## config.mk

```make
export PLATFORM = sky130hd
export DESIGN_NAME = tcd_top
export DESIGN_NICKNAME = d
export VERILOG_FILES = /design/src/rtl/tcd_pkg.sv /design/src/rtl/tcd_filt_if.sv /design/src/rtl/tcd_filter.sv /design/src/rtl/tcd_top.sv
export SDC_FILE = /design/constraint.sdc
export NUM_CORES = 2
export LEC_CHECK = 0
export BUFFER_PORTS_ARGS = -buffer_cell sky130_fd_sc_hd__buf_2
export CAP_MARGIN = 30
export CORE_UTILIZATION = 35
export DETAILED_ROUTE_END_ITERATION = 10
export HOLD_SLACK_MARGIN = 0.12
export PLACE_DENSITY = 0.58
export SYNTH_ARGS = -nofsm -noshare
export SYNTH_HDL_FRONTEND = slang
export SYNTH_SLANG_ARGS = --single-unit
```

## constraint.sdc

```tcl
create_clock -name mclk -period 20.9 [get_ports mclk]
set_input_delay 1.045 -clock mclk [delete_from_list [all_inputs] [get_ports mclk]]
set_output_delay 1.045 -clock mclk [all_outputs]
set_load 0.05 [all_outputs]
```

## src/rtl/tcd_pkg.sv

```systemverilog
// package: register map, field layouts and timing constants of the terminal command decoder
package tcd_pkg;
  // byte addresses of the registers on the apb bus
  localparam logic [7:0] ADDR_FILTER_TIME = 8'h00;
  localparam logic [7:0] ADDR_CMD_MODE = 8'h04;
  localparam logic [7:0] ADDR_STATUS = 8'h08;
  localparam logic [7:0] ADDR_MAX_FREQ = 8'h0c;
  localparam logic [7:0] ADDR_FUNC_CODES = 8'h10;
  localparam logic [7:0] ADDR_RAMP_BASE = 8'h20;
  localparam logic [7:0] ADDR_REF_BASE = 8'h40;
  // number of terminals and reference table size
  localparam int NUM_TERM = 10;
  localparam int NUM_REF = 16;
  localparam int NUM_RAMP = 4;
  // filter time register counts milliseconds; default 10 ms, range 0 to 1000 ms
  localparam logic [15:0] FILTER_RESET = 16'h000a;
  localparam logic [15:0] FILTER_MAX = 16'h03e8;
  localparam int CLK_HZ = 20000000;
  localparam int FILTER_UNIT_NS = 1000000;
  localparam int CLK_NS = 1000000000 / CLK_HZ;
  localparam logic [15:0] CYCLES_PER_MS = 16'(FILTER_UNIT_NS / CLK_NS);
  // terminal command modes
  localparam logic [1:0] MODE_TWO_LINE1 = 2'h0;
  localparam logic [1:0] MODE_TWO_LINE2 = 2'h1;
  localparam logic [1:0] MODE_THREE_LINE1 = 2'h2;
  localparam logic [1:0] MODE_THREE_LINE2 = 2'h3;
  localparam logic [1:0] MODE_RESET = 2'h0;
  // terminal function codes
  localparam logic [7:0] FUNC_FWD = 8'h01;
  localparam logic [7:0] FUNC_REV = 8'h02;
  localparam logic [7:0] FUNC_THREE_LINE = 8'h03;
  // reset terminal assignments: forward on terminal 4, reverse on 5, enable on 2
  localparam logic [3:0] FWD_TERM_RESET = 4'h4;
  localparam logic [3:0] REV_TERM_RESET = 4'h5;
  localparam logic [3:0] EN_TERM_RESET = 4'h2;
  // fixed terminal positions of select functions
  localparam int SEL_REF_LSB = 0;
  localparam int SEL_RAMP_LSB = 4;
  localparam int SEL_MOTOR_LSB = 6;
  // 100 % in reference registers is 16'h2710 (10000 = 100.00 %)
  localparam logic [15:0] REF_FULL_SCALE = 16'h2710;
  localparam logic [15:0] MAX_FREQ_RESET = 16'h1388;
  // run state enum
  typedef enum logic [1:0] {
    TCD_STOP = 2'b00,
    TCD_FWD = 2'b01,
    TCD_REV = 2'b10
  } tcd_run_e;
endpackage

```

## src/rtl/tcd_filt_if.sv

```systemverilog
// interface: filter time and filtered terminal levels between decoder and filter
`timescale 1ns/100ps
interface tcd_filt_if;
  logic [15:0] filter_ms;
  logic [9:0] raw;
  logic [9:0] level;
  modport ctrl (output filter_ms, output raw, input level);
  modport filt (input filter_ms, input raw, output level);
endinterface

```

## src/rtl/tcd_filter.sv

```systemverilog
// module: per-terminal stability filter, accepts a level after the programmed time
`timescale 1ns/100ps
module tcd_filter (
  // clock and reset
  input wire logic mclk,
  input wire logic srst,
  // filter link
  tcd_filt_if.filt fl
);
  typedef struct packed {
    logic [9:0] level;
    logic [15:0] tick;
    logic [9:0][15:0] ms;
  } tcd_filt_s;
  tcd_filt_s st, next_st;

  // one millisecond prescaler shared by all terminals; each terminal counts stable ms
  always_comb begin
    next_st = st;
    if (st.tick == tcd_pkg::CYCLES_PER_MS - 16'h0001) begin
      next_st.tick = '0;
    end else begin
      next_st.tick = st.tick + 16'h0001;
    end
    for (int i = 0; i < tcd_pkg::NUM_TERM; i++) begin
      if (fl.raw[i] == st.level[i]) begin
        next_st.ms[i] = '0;
      // the shared prescaler may tick at once, so one extra tick guarantees the full time
      end else if (st.ms[i] > fl.filter_ms || fl.filter_ms == 16'h0000) begin
        next_st.level[i] = fl.raw[i];
        next_st.ms[i] = '0;
      end else if (st.tick == '0) begin
        next_st.ms[i] = st.ms[i] + 16'h0001;
      end
    end
  end

  // state register
  always_ff @(posedge mclk) begin
    if (srst) begin
      st <= '0;
    end else begin
      st <= next_st;
    end
  end

  assign fl.level = st.level;
endmodule

```

## src/rtl/tcd_top.sv

```systemverilog
// module: terminal command decoder with apb registers
`timescale 1ns/100ps
// Contract
// four select inputs form reference index, first input is lsb
// reference of full scale equals maximum output frequency
// selected reference also offered as pid setpoint and vf voltage source
// two ramp inputs pick one of four accel/decel time sets
// two motor inputs pick one of four motor parameter groups
// every terminal filtered, time 0 to 1 s, default 10 ms
// command mode register, four encodings, reset 0
// mode 0: forward only fwd, reverse only rev, else stop
// mode 1: enable plus direction input
// mode 2: with enable, fwd or rev button starts that direction
// three-line modes stop at once when enable drops
// controller keeps enable active during startup and run
// mode 2: last valid command decides run state
// mode 3: enable, run button, direction input
// command inputs found by function codes 1, 2, 3
// mode 3: run button starts, direction input picks way
// new level accepted only after stable for filter time
module tcd_top (
  // clock and reset
  input wire logic mclk,
  input wire logic srst,
  // apb slave
  input wire logic psel,
  input wire logic penable,
  input wire logic pwrite,
  input wire logic [7:0] paddr,
  input wire logic [31:0] pwdata,
  output logic [31:0] prdata,
  output logic pready,
  output logic pslverr,
  // terminals
  input wire logic [9:0] terminal_in,
  // decoded outputs
  output logic [3:0] ref_index,
  output logic [31:0] speed_reference,
  output logic [15:0] pid_setpoint,
  output logic [15:0] vf_voltage_ref,
  output logic [1:0] ramp_set,
  output logic [15:0] accel_time,
  output logic [15:0] decel_time,
  output logic [1:0] motor_group,
  output logic run_cmd,
  output logic forward_run_function,
  output logic reverse_run_function,
  output logic stop_cmd
);
  typedef struct packed {
    logic [15:0] filter_ms;
    logic [1:0] mode;
    logic [15:0] max_freq;
    logic [3:0] fwd_term;
    logic [3:0] rev_term;
    logic [3:0] en_term;
    logic [15:0][15:0] refs;
    logic [7:0][15:0] ramps;
    logic [2:0] prev_cmd;
    tcd_pkg::tcd_run_e run;
    logic [31:0] rdata;
    logic [3:0] ref_index;
    logic [31:0] speed;
    logic [1:0] ramp_set;
    logic [15:0] accel;
    logic [15:0] decel;
    logic [1:0] motor;
  } tcd_s;
  tcd_s st, next_st;

  tcd_filt_if fl ();
  logic [9:0] lvl;
  logic fwd_in, rev_in, en_in;
  logic fwd_rise, rev_rise;
  logic wr_en, rd_en;

  // filter block handles the debounce of all terminals
  tcd_filter u_filter (
    .mclk(mclk),
    .srst(srst),
    .fl(fl)
  );
  assign fl.filter_ms = st.filter_ms;
  assign fl.raw = terminal_in;
  assign lvl = fl.level;

  // pick a terminal by its programmed number; an out-of-range number reads as off
  function automatic logic pick(input logic [9:0] v, input logic [3:0] n);
    pick = (n < 4'(tcd_pkg::NUM_TERM)) ? v[n] : 1'b0;
  endfunction

  // table address decode, shared by the write and the read path
  function automatic logic is_ref(input logic [7:0] a);
    is_ref = (a >= tcd_pkg::ADDR_REF_BASE) && (a < 8'h80) && (a[1:0] == 2'h0);
  endfunction
  function automatic logic is_ramp(input logic [7:0] a);
    is_ramp = (a >= tcd_pkg::ADDR_RAMP_BASE) && (a < tcd_pkg::ADDR_REF_BASE) && (a[1:0] == 2'h0);
  endfunction

  // command inputs located through their function assignment
  assign fwd_in = pick(lvl, st.fwd_term);
  assign rev_in = pick(lvl, st.rev_term);
  assign en_in = pick(lvl, st.en_term);
  assign fwd_rise = fwd_in & ~st.prev_cmd[0];
  assign rev_rise = rev_in & ~st.prev_cmd[1];

  // apb: zero wait states, writes act in the access phase, reads capture in the setup phase
  assign wr_en = psel & penable & pwrite;
  assign rd_en = psel & ~penable & ~pwrite;
  assign pready = 1'b1;
  assign pslverr = 1'b0;

  always_comb begin
    next_st = st;
    next_st.prev_cmd = {en_in, rev_in, fwd_in};
    // register writes; filter time clamps at one second
    if (wr_en) begin
      case (paddr)
        tcd_pkg::ADDR_FILTER_TIME: begin
          next_st.filter_ms = (pwdata[15:0] > tcd_pkg::FILTER_MAX) ?
                              tcd_pkg::FILTER_MAX : pwdata[15:0];
        end
        tcd_pkg::ADDR_CMD_MODE: begin
          next_st.mode = pwdata[1:0];
        end
        tcd_pkg::ADDR_MAX_FREQ: begin
          next_st.max_freq = pwdata[15:0];
        end
        tcd_pkg::ADDR_FUNC_CODES: begin
          next_st.fwd_term = pwdata[3:0];
          next_st.rev_term = pwdata[11:8];
          next_st.en_term = pwdata[19:16];
        end
        default: begin
          if (is_ref(paddr)) begin
            next_st.refs[paddr[5:2]] = pwdata[15:0];
          end else if (is_ramp(paddr)) begin
            next_st.ramps[paddr[4:2]] = pwdata[15:0];
          end
        end
      endcase
    end
    // read data captured in setup, held through the access phase
    if (rd_en) begin
      case (paddr)
        tcd_pkg::ADDR_FILTER_TIME: next_st.rdata = {16'h0000, st.filter_ms};
        tcd_pkg::ADDR_CMD_MODE: next_st.rdata = {30'h00000000, st.mode};
        tcd_pkg::ADDR_STATUS: begin
          next_st.rdata = {8'h00, 2'h0, lvl, st.motor, st.ramp_set, st.ref_index, 2'h0, st.run};
        end
        tcd_pkg::ADDR_MAX_FREQ: next_st.rdata = {16'h0000, st.max_freq};
        tcd_pkg::ADDR_FUNC_CODES: begin
          next_st.rdata = {12'h000, st.en_term, 4'h0, st.rev_term, 4'h0, st.fwd_term};
        end
        default: begin
          if (is_ref(paddr)) begin
            next_st.rdata = {16'h0000, st.refs[paddr[5:2]]};
          end else if (is_ramp(paddr)) begin
            next_st.rdata = {16'h0000, st.ramps[paddr[4:2]]};
          end else begin
            next_st.rdata = '0;
          end
        end
      endcase
    end
    // selectors work on filtered levels only
    next_st.ref_index = lvl[tcd_pkg::SEL_REF_LSB +: 4];
    next_st.speed = 32'((32'(st.refs[st.ref_index]) * 32'(st.max_freq))
                        / 32'(tcd_pkg::REF_FULL_SCALE));
    next_st.ramp_set = lvl[tcd_pkg::SEL_RAMP_LSB +: 2];
    next_st.accel = st.ramps[{st.ramp_set, 1'b0}];
    next_st.decel = st.ramps[{st.ramp_set, 1'b1}];
    next_st.motor = lvl[tcd_pkg::SEL_MOTOR_LSB +: 2];
    // run command per terminal mode
    case (st.mode)
      tcd_pkg::MODE_TWO_LINE1: begin
        if (fwd_in && !rev_in) begin
          next_st.run = tcd_pkg::TCD_FWD;
        end else if (rev_in && !fwd_in) begin
          next_st.run = tcd_pkg::TCD_REV;
        end else begin
          next_st.run = tcd_pkg::TCD_STOP;
        end
      end
      tcd_pkg::MODE_TWO_LINE2: begin
        if (!fwd_in) begin
          next_st.run = tcd_pkg::TCD_STOP;
        end else begin
          next_st.run = rev_in ? tcd_pkg::TCD_REV : tcd_pkg::TCD_FWD;
        end
      end
      tcd_pkg::MODE_THREE_LINE1: begin
        // latched run: the latest button press wins, enable loss overrides all
        if (!en_in) begin
          next_st.run = tcd_pkg::TCD_STOP;
        end else if (fwd_rise && !rev_rise) begin
          next_st.run = tcd_pkg::TCD_FWD;
        end else if (rev_rise && !fwd_rise) begin
          next_st.run = tcd_pkg::TCD_REV;
        end
      end
      tcd_pkg::MODE_THREE_LINE2: begin
        if (!en_in) begin
          next_st.run = tcd_pkg::TCD_STOP;
        end else if (fwd_rise || st.run != tcd_pkg::TCD_STOP) begin
          next_st.run = rev_in ? tcd_pkg::TCD_REV : tcd_pkg::TCD_FWD;
        end
      end
      default: next_st.run = tcd_pkg::TCD_STOP;
    endcase
  end

  // state register with documented reset values
  always_ff @(posedge mclk) begin
    if (srst) begin
      st <= '0;
      st.filter_ms <= tcd_pkg::FILTER_RESET;
      st.mode <= tcd_pkg::MODE_RESET;
      st.max_freq <= tcd_pkg::MAX_FREQ_RESET;
      st.fwd_term <= tcd_pkg::FWD_TERM_RESET;
      st.rev_term <= tcd_pkg::REV_TERM_RESET;
      st.en_term <= tcd_pkg::EN_TERM_RESET;
      st.run <= tcd_pkg::TCD_STOP;
    end else begin
      st <= next_st;
    end
  end

  // outputs straight from the state flops
  assign prdata = st.rdata;
  assign ref_index = st.ref_index;
  assign speed_reference = st.speed;
  assign pid_setpoint = st.refs[st.ref_index];
  assign vf_voltage_ref = st.refs[st.ref_index];
  assign ramp_set = st.ramp_set;
  assign accel_time = st.accel;
  assign decel_time = st.decel;
  assign motor_group = st.motor;
  assign forward_run_function = (st.run == tcd_pkg::TCD_FWD);
  assign reverse_run_function = (st.run == tcd_pkg::TCD_REV);
  assign run_cmd = (st.run != tcd_pkg::TCD_STOP);
  assign stop_cmd = (st.run == tcd_pkg::TCD_STOP);
endmodule

```

==> impl_metrics.env <==
export IMPL_status="finished, violations left"
export IMPL_violations="negative setup slack"
export IMPL_synth_top_cell_area_share_pct=26.5
export IMPL_leakage_nw=27.6
export IMPL_yosysSeqAreaShare_pct=26.5
export IMPL_routed_wl_um=186000
export IMPL_hold_path_depth=2
export IMPL_async_flop_share_pct=0
export IMPL_final_common_cell="nand2_1"
export IMPL_place_hpwl_um=132000
export IMPL_timing_final_ws_setup_ns=-1.07
export IMPL_max_clock_freq_ghz=0.0455
export IMPL_rsz0062_at_grt="yes"
export IMPL_synth_cell_types=143
export IMPL_yosysTopAreaCell="dfxtp_1"
export IMPL_min_from="st[466]"
export IMPL_cts_hold_buffers=0
export IMPL_grt_pass1_wl_um=286000
export IMPL_reg2regPathDepth=87
export IMPL_grt_pass1_vias=50000
export IMPL_first_pass_iters=6
export IMPL_required_ns=21.45
export IMPL_tightest_slew_ns=1.12
export IMPL_vias=50200
export IMPL_drive_gt1_share_pct=27.9
export IMPL_syn_avg_cell_area_um2=8.49
export IMPL_port_buffers=159
export IMPL_cp_max_fo=8
export IMPL_r2r_start="ref_index[0]"
export IMPL_via_per_inst=5.44
export IMPL_fin_crit_ns=21.97
export IMPL_stdcell_count=9230
export IMPL_rows=142
export IMPL_antenna_found_initial=11
export IMPL_grt_usage_pct=23.8
export IMPL_cts_clk_slew_worst_paths_ns=0.06
export IMPL_place_inst=8965
export IMPL_layout_common_cells="nand2_1 (1177), buf_4 (1018), dfxtp_1 (696)"
export IMPL_syn_instance_count=6246
export IMPL_cpMaxStageDelayCell="mux4_2"
export IMPL_htreeDepth=3
export IMPL_period_share_pct=105
export IMPL_ys_flop_type="dfxtp_1"
export IMPL_drtAntennaViolNets=0
export IMPL_cts_tree="yes"
export IMPL_tns_ns=-1.75
export IMPL_clock_path_buffers=3
export IMPL_irDropWorstVdd_uv=55.4
export IMPL_cp_end_kind="flop"
export IMPL_die_w_um=391
export IMPL_die_height_um=391
export IMPL_ioPinCount=197
export IMPL_maxCapViolations=0
export IMPL_setup_viol=2
export IMPL_wl_per_cell_um=20.1
export IMPL_worstSetupStartpoint="ref_index[0]"
export IMPL_arrival_ns=22.51
export IMPL_fillers=14500
export IMPL_hold_viol=0
export IMPL_slew_limit_headroom_pct=25.5
export IMPL_synth_edf_count=0
export IMPL_drv_slew=0
export IMPL_fin_nets=7660
export IMPL_core_region_area_um2=150000
export IMPL_clk_latency_ns=0.70
export IMPL_clockRootBuffer="clkbuf_16"
export IMPL_synth_seq_cells=701
export IMPL_start_util_pct=35.3
export IMPL_path_buf_inv=17
export IMPL_skew_ns=0.0532
export IMPL_final_area_um2=67900
export IMPL_powerDensity_nw_per_um2=46.0
export IMPL_crit_type="reg -> reg"
export IMPL_worst_path_most_repeated_cell="buf_4"
export IMPL_grt_overflow=0
export IMPL_clkSinkCount=701
export IMPL_path_depth=87
export IMPL_syn_to_final_growth_pct=28.1
export IMPL_synthTopCellsByArea="dfxtp_1 (26%), mux4_2 (9.8%), nand2_1 (8.4%), fa_1 (7.3%), ha_1 (6.5%)"
export IMPL_grt_max_degree=198
export IMPL_start_kind="flop"
export IMPL_hold_class="reg -> reg"
export IMPL_ys_warnings_count=0
export IMPL_drtIter0Drc=3907
export IMPL_drc=0
export IMPL_cts_buffers=84
export IMPL_p_total_mw=3.12
export IMPL_place_area_um2=62500
export IMPL_die_area_um2=153000
export IMPL_cp_top_family="compound AO/OA/AOI/OAI gates"
export IMPL_synth_cell_area_um2=53000
export IMPL_slowest_delay_ns=0.67
export IMPL_globalplace_congestion=0.925
## through the flow
| step | utilization [%] | setup slack [ns] | hold WS [ns] |
|---|---|---|---|
| 6_report | 45.2 | -1.07 | 0.467 |
| 5_1_grt | 45.2 | -1.88 | 0.486 |
| 4_1_cts | 44.4 | -0.837 | 0.468 |
| 3_5_place_dp | 41.6 | -1.39 | 0.460 |
| 3_3_place_gp | 41.3 | -1.20 | 0.452 |
| 2_1_floorplan | - | -0.445 | 0.442 |
## where the power goes
part / internal, mW / leakage [nW] / switching [mW]
clock network: 0.935 / 1.47 / 0.630
registers: 1.34 / 5.65 / 0.00529
logic: 0.0688 / 20.5 / 0.143
## worst register-to-register path, delay by kind of cell (launching register included)
| kind | cells | cell delay, ns |
|---|---|---|
| AND/OR/NAND/NOR | 17 | 4.81 |
| buffers and inverters | 17 | 2.69 |
| adder cells (fa/ha/maj) | 8 | 3.66 |
| multiplexers | 5 | 2.12 |
| flip-flops | 1 | 0.38 |
| XOR/XNOR | 3 | 0.34 |
| AO/OA/AOI/OAI | 37 | 7.83 |
## synth_stat cells (20+ instances only)
cell,number
nand2_1,1187
dfxtp_1,701
a21oi_1,587
nor2_1,456
ha_1,276
clkbuf_1,269
inv_1,257
mux4_2,230
fa_1,194
and2_1,182
buf_4,149
xnor2_1,133
xor2_1,133
o21ai_0,113
nand4_1,106
nand3_1,100
nor3_1,93
nor2b_1,87
mux2i_1,64
and3_1,55
nand2b_1,50
a21o_1,48
a211oi_1,45
o211ai_1,36
o21a_1,34
a22oi_1,33
nor4_1,33
buf_1,32
o21ai_1,30
or3_1,30
a31oi_1,29
o31ai_1,27
buf_2,20
## kinds of logic (layout without fill, tap and decap cells)
logic type	Yosys count	after routing	synth area share, %
AO/OA/AOI/OAI	1253	1253	15.6
AND/OR/NAND/NOR	2496	2496	21.7
XOR/XNOR	271	271	4.55
other	2	34	0.0142
flip-flops	701	701	26.5
adder cells (fa/ha/maj)	476	476	14.0
multiplexers	307	308	11.3
buffers and inverters	740	1675	6.49
## path summary, 6_finish.rpt
| path | endpoint | slack, ns |
|---|---|---|
| worst max-delay path | speed_reference[0] | -1.07 |
| worst min-delay path | st[466] | 0.47 |
| worst max register to register | speed_reference[0] | -1.07 |
| worst min register to register | st[466] | 0.47 |
## state kept, by name, summed over array words and instances, names as in the netlist
signal and flops:
st 418, motor_group 2, decel_time 16, fl.filter_ms 16
speed_reference 19, ref_index 4, accel_time 16, u_filter.st 176
ramp_set 2, prdata 22, u_filter.fl.level 10
## final cells by class
type                    count  area, µm²  share of cell area (%)
inverters                 258        968                    1.43
flip-flops and latches    701      14000                    20.7
clock buffers             123       2500                    3.68
clock inverters            33        459                   0.676
diodes                      9       22.5                  0.0332
repair buffers           1261       9870                    14.5
well taps                2016       2520                    3.71
multi-input cells        4829      37500                    55.3
## layer usage
metal / vias up / track usage [%] / wire length (µm)
met5: - / 0 / 29
met4: 4 / 10.7 / 8040
met3: 419 / 4.78 / 14000
met2: 1736 / 39.3 / 86500
met1: 24500 / 29.9 / 77400
li1: 23600 / - / -
## timing repair
| action | in CTS | in global routing |
|---|---|---|
| setup endpoints to repair | 3 | 3 |
| cloned | 3 | 0 |
| buffers inserted | 54 | 44 |
| pin swaps | 63 | 107 |
| gates resized for setup | 144 | 179 |
No activity file was read; power rests on OpenSTA's default activity.
